`config.mk`:
```
export PLATFORM = sky130hd
export DESIGN_NAME = tcs_bank
export DESIGN_NICKNAME = d
export VERILOG_FILES = /design/src/common/tcs_pkg.sv /design/src/rtl/tcs_cfg_set.sv /design/src/rtl/tcs_bank.sv
export SDC_FILE = /design/constraint.sdc
export NUM_CORES = 1
export LEC_CHECK = 0
export BUFFER_PORTS_ARGS = -buffer_cell sky130_fd_sc_hd__buf_2
export CORE_AREA = 2 2 157 159
export DETAILED_ROUTE_END_ITERATION = 16
export DIE_AREA = 0 0 159 161
export PLACE_DENSITY = 0.73
export SLEW_MARGIN = 20
export SYNTH_ARGS = -nofsm -noshare
export SYNTH_HDL_FRONTEND = slang
export SYNTH_SLANG_ARGS = --single-unit
```
`constraint.sdc`:
```
create_clock -name i_core_clk -period 1.8 [get_ports i_core_clk]
set_input_delay 0.36 -clock i_core_clk [delete_from_list [all_inputs] [get_ports i_core_clk]]
set_output_delay 0.36 -clock i_core_clk [all_outputs]
set_load 0.02 [all_outputs]
```
`src/common/tcs_pkg.sv`:
```
package tcs_pkg;

    // per-configuration field widths
    localparam int PREDIV_W  = 17;
    localparam int LOWDIV_W  = 17;
    localparam int UPINT_W   = 8;
    localparam int UPFRAC_W  = 18;
    localparam int OUTDIV_W  = 11;
    localparam int TUNE_W    = 7;

    localparam logic [1:0] MODE_LBW   = 2'h0;
    localparam logic [1:0] MODE_SYNTH = 2'h1;
    localparam logic [1:0] POL_PIN    = 2'h0;
    localparam logic [1:0] POL_NONREV = 2'h1;
    localparam logic [1:0] POL_REV    = 2'h2;
    localparam logic [1:0] POL_REG    = 2'h3;

    // adc divide ratio for code 0, as a shift amount of the crystal clock; each code step halves it
    localparam logic [2:0] ADC_SHIFT0 = 3'h4;

    // lock window base for code 0, in microseconds and in core cycles; each code step doubles it
    localparam int LOCK_WINDOW_FIELD_BASE_US = 2;
    localparam int CLK_MHZ         = 25;
    localparam int LOCK_WINDOW_FIELD_BASE_CYC = LOCK_WINDOW_FIELD_BASE_US * CLK_MHZ;

    typedef enum logic [1:0] {
        TCS_LBW   = 2'h0,
        TCS_SYNTH = 2'h1,
        TCS_HBW   = 2'h3
    } tcs_mode_t;

    typedef struct packed {
        logic                out_b_signalling_sel;
        logic                out_a_signalling_sel;
        logic [PREDIV_W-1:0] ref_prediv;
        logic [LOWDIV_W-1:0] lower_loop_int_div;
        logic [UPINT_W-1:0]  upper_loop_int_div;
        logic [UPFRAC_W-1:0] upper_loop_frac_div;
        logic [OUTDIV_W-1:0] output_divider;
        logic [TUNE_W-1:0]   loop_tuning_bits;
    } tcs_cfg_t;

    typedef struct packed {
        logic [1:0] pll_mode;
        logic       cfg_from_reg;
        logic       cfg_reg_sel;
        logic       out_a_enable;
        logic       out_b_enable;
        logic [1:0] input_choice_policy;
        logic       clock_choice;
        logic [1:0] adc_rate;
        logic [1:0] lock_window_field;
        logic       crystal_doubler;
    } tcs_glob_t;

    typedef struct packed {
        logic input_a_fail_flag;
        logic input_b_fail_flag;
        logic crystal_fail_flag;
        logic pll_locked_flag;
        logic frozen_tracking_flag;
        logic active_input;
    } tcs_stat_t;

    localparam tcs_cfg_t  CFG_RST  = '0;
    localparam tcs_glob_t GLOB_RST = '0;
    localparam tcs_stat_t STAT_RST = '0;

endpackage

```
`src/rtl/tcs_cfg_set.sv`:
```
`timescale 1ns/1ps
`default_nettype none
module tcs_cfg_set
    import tcs_pkg::*;
(
    // clock and reset
    input  wire logic     i_core_clk,
    input  wire logic     i_rst_n,
    input  wire logic     i_ce,
    // write port
    input  wire logic     i_wr,
    input  wire tcs_cfg_t i_wdata,
    // stored set
    output tcs_cfg_t      o_cfg
);
    typedef struct packed {
        tcs_cfg_t cfg;
    } tcs_set_st_t;

    tcs_set_st_t st_q;
    tcs_set_st_t st_d;

    always_comb begin
        st_d = st_q;
        if (i_wr) begin
            st_d.cfg = i_wdata;
        end
    end

    always_ff @(posedge i_core_clk) begin
        if (!i_rst_n) begin
            st_q <= '{cfg: CFG_RST};
        end else if (i_ce) begin
            st_q <= st_d;
        end
    end

    assign o_cfg = st_q.cfg;
endmodule
`default_nettype wire

```
`src/rtl/tcs_bank.sv`:
```
`timescale 1ns/1ps
`default_nettype none
module tcs_bank
    import tcs_pkg::*;
(
    // clock and reset
    input  wire logic        i_core_clk,
    input  wire logic        i_rst_n,
    input  wire logic        i_ce,
    // configuration set write ports
    input  wire logic        i_cfg0_wr,
    input  wire logic        i_cfg1_wr,
    input  wire tcs_cfg_t    i_cfg_wdata,
    // global control write port
    input  wire logic        i_glob_wr,
    input  wire tcs_glob_t   i_glob_wdata,
    // pins
    input  wire logic        i_config_pin,
    input  wire logic        i_out_a_en_pin,
    input  wire logic        i_out_b_en_pin,
    input  wire logic        i_input_sel_pin,
    // analog condition monitors
    input  wire logic        i_input_a_bad,
    input  wire logic        i_input_b_bad,
    input  wire logic        i_crystal_bad,
    input  wire logic        i_pll_locked,
    input  wire logic        i_pd_out_of_spec,
    // stored registers readback
    output tcs_cfg_t         o_cfg0,
    output tcs_cfg_t         o_cfg1,
    output tcs_glob_t        o_glob,
    output tcs_stat_t        o_stat,
    // active configuration toward the loop
    output logic             o_active_cfg,
    output tcs_cfg_t         o_cfg_active,
    output tcs_mode_t        o_mode,
    output logic             o_out_a_on,
    output logic             o_out_b_on,
    output logic             o_out_a_lvds,
    output logic             o_out_b_lvds,
    output logic             o_lower_loop_used,
    output logic [4:0]       o_adc_div,
    output logic [9:0]       o_lock_win_cyc,
    output logic             o_crystal_x2,
    output logic             o_osc_freeze,
    // status pins
    output logic             o_input_a_fail_pin,
    output logic             o_input_b_fail_pin,
    output logic             o_crystal_fail_pin,
    output logic             o_lock_pin,
    output logic             o_frozen_tracking_flag_pin,
    output logic             o_active_input_pin
);
    localparam logic [1:0] WIN_SHIFT_MAX = 2'h3;

    typedef struct packed {
        tcs_glob_t  glob;
        tcs_stat_t  stat;
        logic       active_cfg;
        tcs_cfg_t   cfg_act;
        tcs_mode_t  mode;
        logic       out_a_on;
        logic       out_b_on;
        logic [4:0] adc_div;
        logic [9:0] win_cyc;
    } tcs_st_t;

    tcs_st_t  st_q;
    tcs_st_t  st_d;
    tcs_cfg_t cfg0;
    tcs_cfg_t cfg1;
    logic     sel_now;

    // both sets share one module so their behaviour cannot drift apart
    tcs_cfg_set u_set0 (
        .i_core_clk (i_core_clk),
        .i_rst_n    (i_rst_n),
        .i_ce       (i_ce),
        .i_wr       (i_cfg0_wr),
        .i_wdata    (i_cfg_wdata),
        .o_cfg      (cfg0)
    );

    tcs_cfg_set u_set1 (
        .i_core_clk (i_core_clk),
        .i_rst_n    (i_rst_n),
        .i_ce       (i_ce),
        .i_wr       (i_cfg1_wr),
        .i_wdata    (i_cfg_wdata),
        .o_cfg      (cfg1)
    );

    function automatic tcs_mode_t decode_mode(input logic [1:0] code);
        tcs_mode_t m;
        m = TCS_HBW;
        if (code == MODE_LBW) begin
            m = TCS_LBW;
        end else if (code == MODE_SYNTH) begin
            m = TCS_SYNTH;
        end
        return m;
    endfunction

    // picks the clock input that policy and flags call for
    function automatic logic pick_input(
        input logic [1:0] pol,
        input logic       choice,
        input logic       pin,
        input logic       cur,
        input logic       bad_a,
        input logic       bad_b
    );
        logic r;
        logic pri_bad;
        logic cur_bad;
        r       = cur;
        pri_bad = choice ? bad_b : bad_a;
        cur_bad = cur ? bad_b : bad_a;
        unique case (pol)
            POL_PIN:    r = pin;
            POL_REG:    r = choice;
            POL_REV:    r = pri_bad ? ~choice : choice;
            POL_NONREV: r = cur_bad ? ~cur : cur;
        endcase
        return r;
    endfunction

    always_comb begin
        st_d   = st_q;
        // reserved positions carry no storage, so host writes there vanish
        if (i_glob_wr) begin
            st_d.glob = i_glob_wdata;
        end
        // status flags follow monitors only, never the write ports; active_input follows the input choice policy
        st_d.stat.input_a_fail_flag    = i_input_a_bad;
        st_d.stat.input_b_fail_flag    = i_input_b_bad;
        st_d.stat.crystal_fail_flag    = i_crystal_bad;
        st_d.stat.pll_locked_flag      = i_pll_locked;
        st_d.stat.frozen_tracking_flag = i_pd_out_of_spec;
        st_d.stat.active_input = pick_input(st_q.glob.input_choice_policy,
            st_q.glob.clock_choice, i_input_sel_pin, st_q.stat.active_input,
            i_input_a_bad, i_input_b_bad);
        st_d.active_cfg = sel_now;
        st_d.cfg_act    = sel_now ? cfg1 : cfg0;
        st_d.mode       = decode_mode(st_q.glob.pll_mode);
        st_d.out_a_on   = st_q.glob.out_a_enable & i_out_a_en_pin;
        st_d.out_b_on   = st_q.glob.out_b_enable & i_out_b_en_pin;
        st_d.adc_div    = 5'(1 << (ADC_SHIFT0 - 3'(st_q.glob.adc_rate)));
        st_d.win_cyc    = 10'(LOCK_WINDOW_FIELD_BASE_CYC
                          << st_q.glob.lock_window_field);
    end

    // register select only counts once the source bit hands it control
    assign sel_now = st_q.glob.cfg_from_reg ? st_q.glob.cfg_reg_sel
                                            : i_config_pin;

    always_ff @(posedge i_core_clk) begin
        if (!i_rst_n) begin
            st_q <= '{glob: GLOB_RST, stat: STAT_RST, active_cfg: 1'b0,
                      cfg_act: CFG_RST, mode: TCS_LBW, out_a_on: 1'b0,
                      out_b_on: 1'b0, adc_div: 5'(1 << ADC_SHIFT0),
                      win_cyc: 10'(LOCK_WINDOW_FIELD_BASE_CYC)};
        end else if (i_ce) begin
            st_q <= st_d;
        end
    end

    assign o_cfg0             = cfg0;
    assign o_cfg1             = cfg1;
    assign o_glob             = st_q.glob;
    assign o_stat             = st_q.stat;
    assign o_active_cfg       = st_q.active_cfg;
    assign o_cfg_active       = st_q.cfg_act;
    assign o_mode             = st_q.mode;
    assign o_out_a_on         = st_q.out_a_on;
    assign o_out_b_on         = st_q.out_b_on;
    assign o_out_a_lvds       = st_q.cfg_act.out_a_signalling_sel;
    assign o_out_b_lvds       = st_q.cfg_act.out_b_signalling_sel;
    assign o_lower_loop_used  = (st_q.mode == TCS_LBW);
    assign o_adc_div          = st_q.adc_div;
    assign o_lock_win_cyc     = st_q.win_cyc;
    assign o_crystal_x2       = st_q.glob.crystal_doubler;
    assign o_osc_freeze       = st_q.stat.frozen_tracking_flag;
    assign o_input_a_fail_pin = st_q.stat.input_a_fail_flag;
    assign o_input_b_fail_pin = st_q.stat.input_b_fail_flag;
    assign o_crystal_fail_pin = st_q.stat.crystal_fail_flag;
    assign o_lock_pin         = st_q.stat.pll_locked_flag;
    assign o_frozen_tracking_flag_pin     = st_q.stat.frozen_tracking_flag;
    assign o_active_input_pin = st_q.stat.active_input;

    property p_out_a_gate;
        @(posedge i_core_clk) disable iff (!i_rst_n)
        i_ce |=> (o_out_a_on == ($past(st_q.glob.out_a_enable)
                                 & $past(i_out_a_en_pin)));
    endproperty
    a_out_a_gate: assert property (p_out_a_gate)
        else $error("output a enable not gated by bit and pin");

    property p_out_b_gate;
        @(posedge i_core_clk) disable iff (!i_rst_n)
        (i_ce && !st_q.glob.out_b_enable) |=> !o_out_b_on;
    endproperty
    a_out_b_gate: assert property (p_out_b_gate)
        else $error("output b on while its enable bit is low");

    property p_cfg_pin;
        @(posedge i_core_clk) disable iff (!i_rst_n)
        (i_ce && !st_q.glob.cfg_from_reg) |=> (o_active_cfg
                                                == $past(i_config_pin));
    endproperty
    a_cfg_pin: assert property (p_cfg_pin)
        else $error("pin source not followed");

    property p_cfg_reg;
        @(posedge i_core_clk) disable iff (!i_rst_n)
        (i_ce && st_q.glob.cfg_from_reg) |=> (o_active_cfg
                                               == $past(st_q.glob.cfg_reg_sel));
    endproperty
    a_cfg_reg: assert property (p_cfg_reg)
        else $error("register select not followed");

    property p_set_pick;
        @(posedge i_core_clk) disable iff (!i_rst_n)
        (i_ce && !i_cfg0_wr && !i_cfg1_wr) |=>
            (o_cfg_active == (o_active_cfg ? $past(cfg1) : $past(cfg0)));
    endproperty
    a_set_pick: assert property (p_set_pick)
        else $error("active set differs from selected set");

    property p_mode;
        @(posedge i_core_clk) disable iff (!i_rst_n)
        (i_ce && st_q.glob.pll_mode[1]) |=> (o_mode == TCS_HBW);
    endproperty
    a_mode: assert property (p_mode)
        else $error("high bandwidth code not decoded");

    property p_lock_pin;
        @(posedge i_core_clk) disable iff (!i_rst_n)
        i_ce |=> (o_lock_pin == $past(i_pll_locked));
    endproperty
    a_lock_pin: assert property (p_lock_pin)
        else $error("lock pin does not follow lock");

    property p_fail_clear;
        @(posedge i_core_clk) disable iff (!i_rst_n)
        (i_ce && !i_input_a_bad && !i_crystal_bad) |=>
            (!o_input_a_fail_pin && !o_stat.crystal_fail_flag);
    endproperty
    a_fail_clear: assert property (p_fail_clear)
        else $error("fail flag did not self clear");

    property p_win;
        @(posedge i_core_clk) disable iff (!i_rst_n)
        (i_ce && st_q.glob.lock_window_field == WIN_SHIFT_MAX) |=>
            (o_lock_win_cyc == 10'(LOCK_WINDOW_FIELD_BASE_CYC * 8));
    endproperty
    a_win: assert property (p_win)
        else $error("16 us window count wrong");

    property p_lvds_pick;
        @(posedge i_core_clk) disable iff (!i_rst_n)
        i_ce |=> (o_out_a_lvds == ($past(sel_now)
                                   ? $past(cfg1.out_a_signalling_sel)
                                   : $past(cfg0.out_a_signalling_sel)));
    endproperty
    a_lvds_pick: assert property (p_lvds_pick)
        else $error("output a signalling not taken from active set");

    // divider times two to the code is always the slowest ratio
    property p_adc_div;
        @(posedge i_core_clk) disable iff (!i_rst_n)
        i_ce |=> ((int'(o_adc_div) << $past(st_q.glob.adc_rate))
                  == (1 << ADC_SHIFT0));
    endproperty
    a_adc_div: assert property (p_adc_div)
        else $error("adc divider does not match rate code");

    property p_frozen_tracking_flag;
        @(posedge i_core_clk) disable iff (!i_rst_n)
        i_ce |=> (o_osc_freeze == $past(i_pd_out_of_spec)
                  && o_frozen_tracking_flag_pin == $past(i_pd_out_of_spec));
    endproperty
    a_frozen_tracking_flag: assert property (p_frozen_tracking_flag)
        else $error("frozen_tracking_flag flag or freeze does not follow detector");

    property p_stat_ro;
        @(posedge i_core_clk) disable iff (!i_rst_n)
        (i_ce && (i_glob_wr || i_cfg0_wr || i_cfg1_wr)) |=>
            (o_stat[5:1] == $past({i_input_a_bad, i_input_b_bad,
                                   i_crystal_bad, i_pll_locked,
                                   i_pd_out_of_spec}));
    endproperty
    a_stat_ro: assert property (p_stat_ro)
        else $error("status flags disturbed by a write");

    property p_reg_pick;
        @(posedge i_core_clk) disable iff (!i_rst_n)
        (i_ce && st_q.glob.input_choice_policy == POL_REG) |=>
            (o_active_input_pin == $past(st_q.glob.clock_choice));
    endproperty
    a_reg_pick: assert property (p_reg_pick)
        else $error("register manual choice not followed");

    property p_revert;
        @(posedge i_core_clk) disable iff (!i_rst_n)
        (i_ce && st_q.glob.input_choice_policy == POL_REV
         && !i_input_a_bad && !i_input_b_bad) |=>
            (o_active_input_pin == $past(st_q.glob.clock_choice));
    endproperty
    a_revert: assert property (p_revert)
        else $error("revertive mode left the good primary input");
endmodule
`default_nettype wire

```
==> summary.md, run 1 <==
| Metric | Value |
|---|---|
| Post_cts resized | 0 |
| Setup crit start kind | flip-flop |
| Yosys warning total | 0 |
| Initial core utilization | 0.452 |
| HPWL Detailed | 21.9 mm |
| Primary FF master, synth | dfxtp_1 |
| Total CTS buffers | 29 |
| Hold Violations, Final | 0 |
| Pre-antenna DRT Iters | 5 |
| Seq pwr share | 0.463 |
| R2R Setup Slk | 0.28 ns |
| Vias per inst | 5.17 |
| Die extent in y | 161 um |
| Slowest cell delay on critical path | 0.45 ns |
| Cell class contributing the biggest share of worst-path delay | flip-flops |
| Final-report setup violation count | 0 |
| I/O Buffers | 397 |
| Slowest CP cell | dfxtp_1 |
| Seq/Total Area, Yosys | 0.514 |
| Setup bufs post-CTS | 0 |
| Total core area | 24000 um^2 |
| Clk slew on worst S/H paths | 0.06 ns |
| RSZ-0062 raised after global routing | no |
| Placed Area | 13000 um^2 |
| Share of cells above drive strength 1 | 0.280 |
| Io pins | 400 |
| Root buffer selected by CTS | clkbuf_16 |
| Synth top area cells | dfxtp_1 (51%), nand2_1 (18%), a21boi_1 (13%) |
| Share of flip-flops with an asynchronous set or reset | 0 |
| Top cell type by total area after synthesis | dfxtp_1 |
| Initial DRC count | 642 |
| Antenna violations before repair | 6 |
| Vias in the first global route | 9412 |
| Worst skew pair latency | 0.54 ns |
| Fin. max-slew vios | 0 |
| Critical Path End Type | output pin |
| Sw Share | 0.266 |
| Hold_ws | 0.0549 ns |
| Status | completed |
| Worst hold path class | input pin to flip-flop |
| CP bufs+invs | 1 |
| Cts hold-fix bufs | 0 |
| Post-synthesis cell count | 1321 |
| Post-synth top cells | nand2_1 (517), dfxtp_1 (278), a21boi_1 (181), o21ai_0 (85), a31oi_1 (80) |
| Largest net degree at the start of global routing | 86 |
| Die footprint | 25600 um^2 |
| Int Pwr | 0.0106 W |
| RePlAce Congestion | 0.845 |
| Area taken by multi-input logic gates | 4670 um^2 |
| Clock Power Share | 0.407 |
| GRT overflow | 0 |
| Final period utilization | 0.872 |
| Filler cell count in the final layout | 2186 |
| CP Data Required Time | 1.44 ns |
| Minimum clock period | 1.57 ns |
| Gr usage total | 0.246 |
| Setup TNS | 0 ns |
| Count leader, synth | nand2_1 |
| Synthesis-stage register bit count | 278 |
| CTS tree | done |
| Yosys cell types | 28 |
| Crit-path cells | buf_2 |
| Peak VDD IR | 0.000716 V |
| Synthesized area per cell | 8.20 um^2 |
| Max Fclk | 637 MHz |
| Clock sink total | 278 |
| Final nets | 1765 |
| Drt drc | 0 |
| Global-route wire length before repair | 51.7 mm |
| Max Root-Sink Buffers | 3 |
| Routed Antenna Nets | 0 |
| Crit Path Max Fanout | 3 |
| Width of the die | 159 um |
| Synth top area share | 0.514 |
| EDFF count, synth | 0 |
| Netlist Area Pre-Place | 10800 um^2 |
| PwrDens | 1030 nW/um^2 |
| Vias | 10.4k |
| Drt total wl | 33.2 mm |
| Combinational cell fraction of total power | 0.130 |
| Row count | 57 |
| Register cell area after layout | 5570 um^2 |
| Static Leak | 6.16 nW |
| Crit Path Category | flip-flop to output pin |
| Cell area after layout | 13900 um^2 |
| CTS H-tree lvls | 1 |
| Max Cap Violations | 0 |
| Clk_skew | 0.0148 ns |
| Net switching power figure | 0.00383 W |
| P&R area growth vs syn | 28.6% |
| Drt wl/cell | 16.6 um |
| Worst EP arrival | 1.21 ns |
[sequential cells by signal (all words and copies together) (netlist names), 2 cells and up]
signal	cells
o_cfg_active	78
o_lock_win_cyc	8
o_adc_div	5
o_glob	13
u_set0.o_cfg	80
o_mode	2
u_set1.o_cfg	80
[worst paths after layout]
check	depth (start not counted)	endpoint	start
max	1	o_cfg_active[6]	o_cfg_active[6]
min	3	o_crystal_x2	i_glob_wdata[0]
max reg2reg	4	o_cfg_active[40]	o_glob[11]
min reg2reg	2	o_adc_div[0]	o_adc_div[0]
[per-layer routing]
layer,global-route usage,share of wire
met5,0,0
met4,0.0992,0.042
met3,0.0578,0.079
met2,0.405,0.47
met1,0.312,0.41
[worst min-delay path, cell delays in order]
cell and delay [ns]:
buf_2 0.10, nand2_1 0.04, a21boi_1 0.04
[area by class of cell]
cell class	count	area share
Tap cell	324	0.0291
Clock inverter	9	0.00745
Timing Repair Buffer	418	0.168
Sequential cell	278	0.399
Inverter	3	0.000808
Antenna cell	7	0.00126
Clock buffer	42	0.0592
Multi-Input combinational cell	922	0.335
[placed cells by master (no fill, tap or decap), types with 3 or more instances in the layout]
master / synthesis / final
nor2b_1: 9 / 9
nand2_1: 517 / 517
a21oi_1: 3 / 3
dfxtp_1: 278 / 278
buf_4: 25 / 6
nand2b_1: 7 / 7
clkbuf_16: 0 / 29
a21boi_1: 181 / 181
clkbuf_8: 0 / 5
buf_2: 51 / 395
buf_12: 0 / 15
clkbuf_1: 42 / 8
nor2_1: 6 / 6
ha_1: 4 / 4
a31oi_1: 80 / 80
diode_2: 0 / 7
mux2i_1: 10 / 10
o21ai_0: 85 / 85
clkinv_2: 0 / 4
nand3_1: 3 / 3
inv_1: 3 / 3
[cells by family after synthesis]
logic type | share of synthesized area
AND/OR/NAND/NOR | 0.197
flip-flops | 0.514
AO/OA/AOI/OAI | 0.216
other | 0.000346
buffers and inverters | 0.0575
multiplexers | 0.0115
adder cells (fa/ha/maj) | 0.00462
[through the flow]
step,utilization,setup slack [ns],std cells,power [W]
after global routing,0.582,0.178,2001,0.0150
after global placement,0.542,0.371,1945,0.00864
after CTS,0.581,0.196,1996,0.0145
final,0.582,0.231,2003,0.0144
after detailed placement,0.542,0.327,1945,0.00867
after floorplan,-,0.411,1322,0.00793
[power groups by stage]
| stage | clock network [W] | logic [W] | registers, W |
|---|---|---|---|
| 6_report | 0.00585 | 0.00187 | 0.00667 |
| 5_1_grt | 0.00624 | 0.00203 | 0.00670 |
| 4_1_cts | 0.00599 | 0.00188 | 0.00666 |
| 3_5_place_dp | 0 | 0.00188 | 0.00680 |
| 3_3_place_gp | 0 | 0.00185 | 0.00679 |
| 2_1_floorplan | 0 | 0.000788 | 0.00714 |
No activity file was read; power rests on OpenSTA's default activity.
==> run 2: changes to the inputs <==
PLACE_DENSITY = 0.78   (was 0.73)
SYNTH_HIERARCHICAL = 1   (was unset)
==> summary.md, run 2 <==
| Metric | Value |
|---|---|
| Finished Core Util | 0.608 (+0.0258) |
| Clk slew on worst S/H paths | 0.07 ns (about the same) |
| Slew HR | 0.592 |
| Seq/Total Area, Yosys | 0.465 (-0.0483) |
| Filler cell count in the final layout | 2097 (-4.1%) |
| HPWL Detailed | 23.2 mm (+6.1%) |
| Die footprint | 25600 um^2 (unchanged) |
| Yosys warning total | 6 (+6) |
| Worst EP arrival | 1.21 ns (about the same) |
| Root buffer selected by CTS | clkbuf_16 |
| Int Pwr | 0.0104 W (-1.3%) |
| Primary FF master, synth | dfxtp_1 |
| Placed cells | 1950 (+0.26%) |
| Synth top area share | 0.465 (-0.0483) |
| Setup TNS | 0 ns (unchanged) |
| Crit Path Max Fanout | 6 (+3) |
| Hold_ws | 0.0502 ns (-0.00473 ns) |
| Antenna violations before repair | 5 (-1) |
| Count of non-filler cells in the finished layout | 2007 (+0.20%) |
| Crit-path cells | buf_2 |
| Width of the die | 159 um (unchanged) |
| Total core area | 24000 um^2 (unchanged) |
| Top cell type by total area after synthesis | dfxtp_1 |
| Cell class contributing the biggest share of worst-path delay | flip-flops |
| Setup crit start kind | flip-flop |
| Yosys cell types | 32 (+14%) |
| Vias in the first global route | 10.2k (+8.7%) |
| Worst skew pair latency | 0.54 ns (about the same) |
| EDFF count, synth | 0 (unchanged) |
| Share of flip-flops with an asynchronous set or reset | 0 (unchanged) |
| Slowest CP cell | dfxtp_1 |
| Pre-antenna DRT Iters | 5 (unchanged) |
| Max Cap Violations | 0 (unchanged) |
| I/O Buffers | 397 (unchanged) |
| P&R area growth vs syn | 21.7% |
| Clock Power Share | 0.397 (-0.010) |
| Commonest non-fill, non-tap cells in the layout | buf_2 (395), nand2_1 (358), dfxtp_1 (278) |
| Drt total wl | 35.7 mm (+7.7%) |
| Synthesized area per cell | 8.81 um^2 (+7.5%) |
| RePlAce Congestion | 0.878 (+3.9%) |
| Net switching power figure | 0.00411 W (+7.2%) |
| Final-report setup violation count | 0 (unchanged) |
| Synthesis-stage register bit count | 278 (unchanged) |
| Combinational cell fraction of total power | 0.142 (+0.012) |
| Post-synthesis cell count | 1357 (+2.7%) |
| Critical Path End Type | output pin |
| Worst-margin pin slew | 0.612 ns |
| Slowest cell delay on critical path | 0.46 ns (about the same) |
| Netlist Area Pre-Place | 12000 um^2 (+10%) |
| CP bufs+invs | 1 (unchanged) |
| Static Leak | 6.23 nW (+1.2%) |
| Synth top area cells | dfxtp_1 (47%), o21ai_2 (12%), nand2_1 (11%) |
| GRT overflow | 0 (unchanged) |
| Vias | 11.2k (+8.3%) |
| Fin. max-slew vios | 0 (unchanged) |
| Count leader, synth | nand2_1 |
| Die extent in y | 161 um (unchanged) |
| Crit Path Category | flip-flop to output pin |
| Initial core utilization | 0.499 (+0.0469) |
| Max Fclk | 635 MHz (-0.39%) |
| Global-route wire length before repair | 55.8 mm (+8.0%) |
| Post_cts resized | 0 (unchanged) |
| Peak VDD IR | 0.000657 V (-8.3%) |
| Initial DRC count | 958 (+49%) |
| Io pins | 400 (unchanged) |
| Final nets | 1769 (+0.23%) |
| PwrDens | 998 nW/um^2 (-3.3%) |
| RSZ-0062 raised after global routing | no |
| Total CTS buffers | 28 (-3.4%) |
| Vias per inst | 5.59 (+8.1%) |
| Cts hold-fix bufs | 0 (unchanged) |
| Final period utilization | 0.875 (+0.00339) |
| Largest net degree at the start of global routing | 113 (+31%) |
| CP Data Required Time | 1.44 ns (about the same) |
| CTS tree | done |
| Drt drc | 0 (unchanged) |
| Routed Antenna Nets | 0 (unchanged) |
| Row count | 57 (unchanged) |
| Share of cells above drive strength 1 | 0.380 (+0.0997) |
| Seq pwr share | 0.461 (-0.002) |
| Minimum clock period | 1.57 ns (+0.00610 ns) |
| Drt wl/cell | 17.8 um (+7.5%) |
| Max Root-Sink Buffers | 3 (unchanged) |
| CTS H-tree lvls | 1 (unchanged) |
| Post-synth top cells | nand2_1 (358), dfxtp_1 (278), nand4_1 (160), o21ai_2 (160), o21ai_0 (85) |
| Clk_skew | 0.0130 ns (-0.00178 ns) |
| Gr usage total | 0.264 (+0.0179) |
| Leading cell type in the layout, fill and taps excluded | buf_2 |
| Hold Violations, Final | 0 (unchanged) |
| Setup bufs post-CTS | 0 (unchanged) |
| Worst hold path class | input pin to flip-flop |
| Status | completed |
| Clock sink total | 278 (unchanged) |
| Sw Share | 0.283 (+0.0164) |
==> run 2: cell types whose count changed after synthesis, sizes merged <==
cell | before | now
clkbuf | 42 | 32
buf | 77 | 111
a21boi | 181 | 21
o21ai | 86 | 246
dlygate4sd1 | 0 | 14
nand2 | 520 | 358
nand4 | 0 | 160
==> run 2: logic make-up (layout without fill, tap and decap cells) <==
kind of cell,after synthesis,in the layout,share of synthesized area
buffers and inverters,160,480,0.0968
and+or+nand+nor,548,548,0.211
adders and majority gates,4,4,0.00418
muxes,12,12,0.0105
AOI/OAI and AO/OA,354,354,0.212
other,1,7,0.000314
DFF,278,278,0.465
==> run 2: layout make-up <==
| type | instances | area (um^2) | area share |
|---|---|---|---|
| flip-flops and latches | 278 | 5570 | 0.382 |
| diodes | 5 | 12.5 | 0.000859 |
| clock buffers | 39 | 812 | 0.0558 |
| repair buffers | 425 | 2390 | 0.164 |
| multi-input cells | 920 | 5250 | 0.361 |
| inverters | 3 | 11.3 | 0.000774 |
| clock inverters | 13 | 105 | 0.00722 |
| well taps | 324 | 405 | 0.0278 |
==> run 2: worst paths after layout <==
path / slack, ns / depth (start not counted) / startpoint / to
hold reg to reg: 0.42 / 2 / o_adc_div[0] / o_adc_div[0]
hold / removal: 0.05 / 3 / i_glob_wdata[9] / o_glob[9]
setup reg to reg: 0.34 / 4 / o_glob[11] / o_cfg_active[12]
setup / recovery: 0.23 / 1 / o_glob[2] / o_glob[2]
==> run 2: routing by layer <==
layer / wire, um / vias up / track usage
met5: 0 / - / 0
met4: 1610 / 0 / 0.115
met3: 2860 / 97 / 0.0568
met2: 16900 / 489 / 0.433
met1: 14400 / 5264 / 0.337
li1: - / 5370 / -
==> run 2: power by group through the flow <==
stage	Sequential [W]	Clock, W	Combinational (W)
finish	0.00670	0.00577	0.00206
global route	0.00673	0.00611	0.00221
floorplan	0.00717	0	0.00103
CTS	0.00670	0.00585	0.00206
detailed placement	0.00683	0	0.00205
global placement	0.00682	0	0.00202
==> run 2: stage by stage <==
stage | setup slack (ns) | power (W) | area, um^2
after floorplan | 0.396 | 0.00821 | 12000
final | 0.225 | 0.0145 | 14600
after CTS | 0.212 | 0.0146 | 14500
after global routing | 0.191 | 0.0151 | 14600
after global placement | 0.355 | 0.00884 | 13600
after detailed placement | 0.373 | 0.00888 | 13600
==> run 3: changes to the inputs <==
ABC_AREA = 1   (was unset)
CORE_AREA = 2 2 164 166   (was 2 2 157 159)
DIE_AREA = 0 0 166 168   (was 0 0 159 161)
==> summary.md, run 3 <==
| Metric | Value |
|---|---|
| Status | completed |
| Cell class contributing the biggest share of worst-path delay | flip-flops |
| Die extent in y | 168 um (+4.3%) |
| Max Root-Sink Buffers | 3 (unchanged) |
| Top cell type by total area after synthesis | dfxtp_1 |
| Setup bufs post-CTS | 0 (unchanged) |
| Setup crit start kind | flip-flop |
| Crit Path Category | flip-flop to output pin |
| CP Data Required Time | 1.44 ns (about the same) |
| RePlAce Congestion | 0.903 (+2.9%) |
| Cts hold-fix bufs | 0 (unchanged) |
| Vias in the first global route | 11.7k (+14%) |
| Drt wl/cell | 13.9 um (-22%) |
| Setup TNS | 0 ns (unchanged) |
| Hold_ws | 0.0450 ns (-0.00517 ns) |
| Count of non-filler cells in the finished layout | 2591 (+29%) |
| CTS H-tree lvls | 1 (unchanged) |
| Initial core utilization | 0.506 (+0.00720) |
| Primary FF master, synth | dfxtp_1 |
| Final nets | 2337 (+32%) |
| Synthesis-stage register bit count | 278 (unchanged) |
| Hold Violations, Final | 0 (unchanged) |
| I/O Buffers | 397 (unchanged) |
| Worst setup slack after layout | 0.183 ns (-0.0422 ns) |
| Share of cells above drive strength 1 | 0.280 (-0.0998) |
| Peak VDD IR | 0.000760 V (+16%) |
| Total power after layout | 0.0159 W (+9.2%) |
| Row count | 60 (+5.3%) |
| PwrDens | 982 nW/um^2 (-1.6%) |
| Die footprint | 27900 um^2 (+8.9%) |
| Pre-antenna DRT Iters | 7 (+2) |
| Crit Path Max Fanout | 5 (-1) |
| Total core area | 26400 um^2 (+10%) |
| Drt drc | 0 (unchanged) |
| Max Fclk | 618 MHz (-2.6%) |
| Root buffer selected by CTS | clkbuf_16 |
| Synthesized area per cell | 7.04 um^2 (-20%) |
| Vias per inst | 4.72 (-16%) |
| Worst hold stages | 3 (unchanged) |
| Initial DRC count | 878 (-8.4%) |
| Crit-path cells | buf_2 |
| GRT overflow | 0 (unchanged) |
| Yosys warning total | 6 (unchanged) |
| Yosys cell types | 26 (-19%) |
| Static Leak | 9.63 nW (+54%) |
| Width of the die | 166 um (+4.4%) |
| Share of flip-flops with an asynchronous set or reset | 0 (unchanged) |
| Worst skew pair latency | 0.54 ns (about the same) |
| Worst hold path class | input pin to flip-flop |
| Pre-CTS setup slack | 0.336 ns (-0.0373 ns) |
| Post-synthesis cell count | 1894 (+40%) |
| Gr usage total | 0.248 (-0.0158) |
| Final-report setup violation count | 0 (unchanged) |
| Clock sink total | 278 (unchanged) |
| Critical Path End Type | output pin |
| Synth top area cells | dfxtp_1 (42%), nor2_1 (15%), nand2_1 (14%) |
| Clk_skew | 0.00766 ns (-0.00537 ns) |
| HPWL Detailed | 24.3 mm (+4.7%) |
| Drt total wl | 36.0 mm (+0.73%) |
| Worst EP arrival | 1.26 ns (+0.05 ns) |
| Slowest cell delay on critical path | 0.48 ns (+0.02 ns) |
| Io pins | 400 (unchanged) |
| Netlist Area Pre-Place | 13300 um^2 (+12%) |
| Post_cts resized | 0 (unchanged) |
| Post-synth top cells | nor2_1 (522), nand2_1 (501), dfxtp_1 (278), inv_1 (249) |
| Clk slew on worst S/H paths | 0.06 ns (about the same) |
| CTS tree | done |
| Largest net degree at the start of global routing | 101 (-11%) |
| Register cell area after layout | 5570 um^2 (unchanged) |
| Synth top area share | 0.417 (-0.0482) |
| Commonest non-fill, non-tap cells in the layout | nor2_1 (522), nand2_1 (501), buf_2 (395) |
| Filler cell count in the final layout | 2390 (+14%) |
| Leading cell type in the layout, fill and taps excluded | nor2_1 |
| Count leader, synth | nor2_1 |
| P&R area growth vs syn | 21.2% |
| Final period utilization | 0.898 (+0.0234) |
| Critical path depth | 1 (unchanged) |
| Placed cells | 2533 (+30%) |
| Fin. max-slew vios | 0 (unchanged) |
| Antenna violations before repair | 3 (-2) |
| Global-route wire length before repair | 58.1 mm (+4.0%) |
| Max Cap Violations | 0 (unchanged) |
| Vias | 12.2k (+9.1%) |
| Seq/Total Area, Yosys | 0.417 (-0.0482) |
| Area taken by multi-input logic gates | 5930 um^2 (+13%) |
| Minimum clock period | 1.62 ns (+0.0422 ns) |
| Routed Antenna Nets | 0 (unchanged) |
| Total CTS buffers | 30 (+7.1%) |
| RSZ-0062 raised after global routing | no |
| Slowest CP cell | dfxtp_1 |
| R2R cell count | 7 (+3) |
| EDFF count, synth | 0 (unchanged) |
| CP bufs+invs | 1 (unchanged) |
run 3: changes by cell type after synthesis, sizes merged, moves of 11 or more:
cell / before / now
clkbuf: 32 / 19
a21boi: 21 / 0
dlygate4sd1: 14 / 0
nand2: 358 / 584
nand4: 160 / 0
mux2i: 11 / 0
a31oi: 80 / 0
nand3: 3 / 87
o21ai: 246 / 29
buf: 111 / 95
nor2: 6 / 522
inv: 3 / 253
run 3: cells by family (layout without fill, tap and decap cells):
logic type / after synthesis / in the layout / share of synthesized area
and+or+nand+nor: 1193 / 1193 / 0.419
buffers and inverters: 371 / 724 / 0.141
DFF: 278 / 278 / 0.417
AOI/OAI and AO/OA: 47 / 47 / 0.0195
adders and majority gates: 4 / 4 / 0.00375
other: 1 / 4 / 0.000281
run 3: worst paths after layout:
kind / from / slack (ns) / end
setup / recovery: o_glob[11] / 0.18 / o_glob[11]
hold / removal: i_pll_locked / 0.05 / o_lock_pin
setup reg to reg: o_glob[11] / 0.28 / o_cfg_active[22]
hold reg to reg: o_adc_div[0] / 0.44 / o_adc_div[0]
run 3: power breakdown:
part           internal (W)  leakage [nW]  switching, W
Combinational      0.000978          6.85       0.00190
Sequential          0.00658          2.30      0.000360
Clock               0.00362         0.486       0.00243
Total                0.0112          9.63       0.00470
run 3: stage by stage:
step,cell area (um^2),utilization
after detailed placement,15200,0.576
after global placement,15200,0.576
after floorplan,13300,-
after global routing,16200,0.614
final,16200,0.614
after CTS,16200,0.613
run 3: per-layer routing:
| metal | track usage | vias to the layer above | share of wire |
|---|---|---|---|
| li1 | - | 6185 | - |
| met1 | 0.294 | 5565 | 0.41 |
| met2 | 0.433 | 396 | 0.48 |
| met3 | 0.0590 | 92 | 0.071 |
| met4 | 0.0991 | 0 | 0.039 |
| met5 | 0 | - | 0 |
run 3: layout make-up:
class	instances	share of cell area
diodes	2	0.000310
inverters	253	0.0588
repair buffers	415	0.143
flip-flops and latches	278	0.344
clock buffers	50	0.0573
well taps	341	0.0264
multi-input cells	1246	0.367
clock inverters	6	0.00340
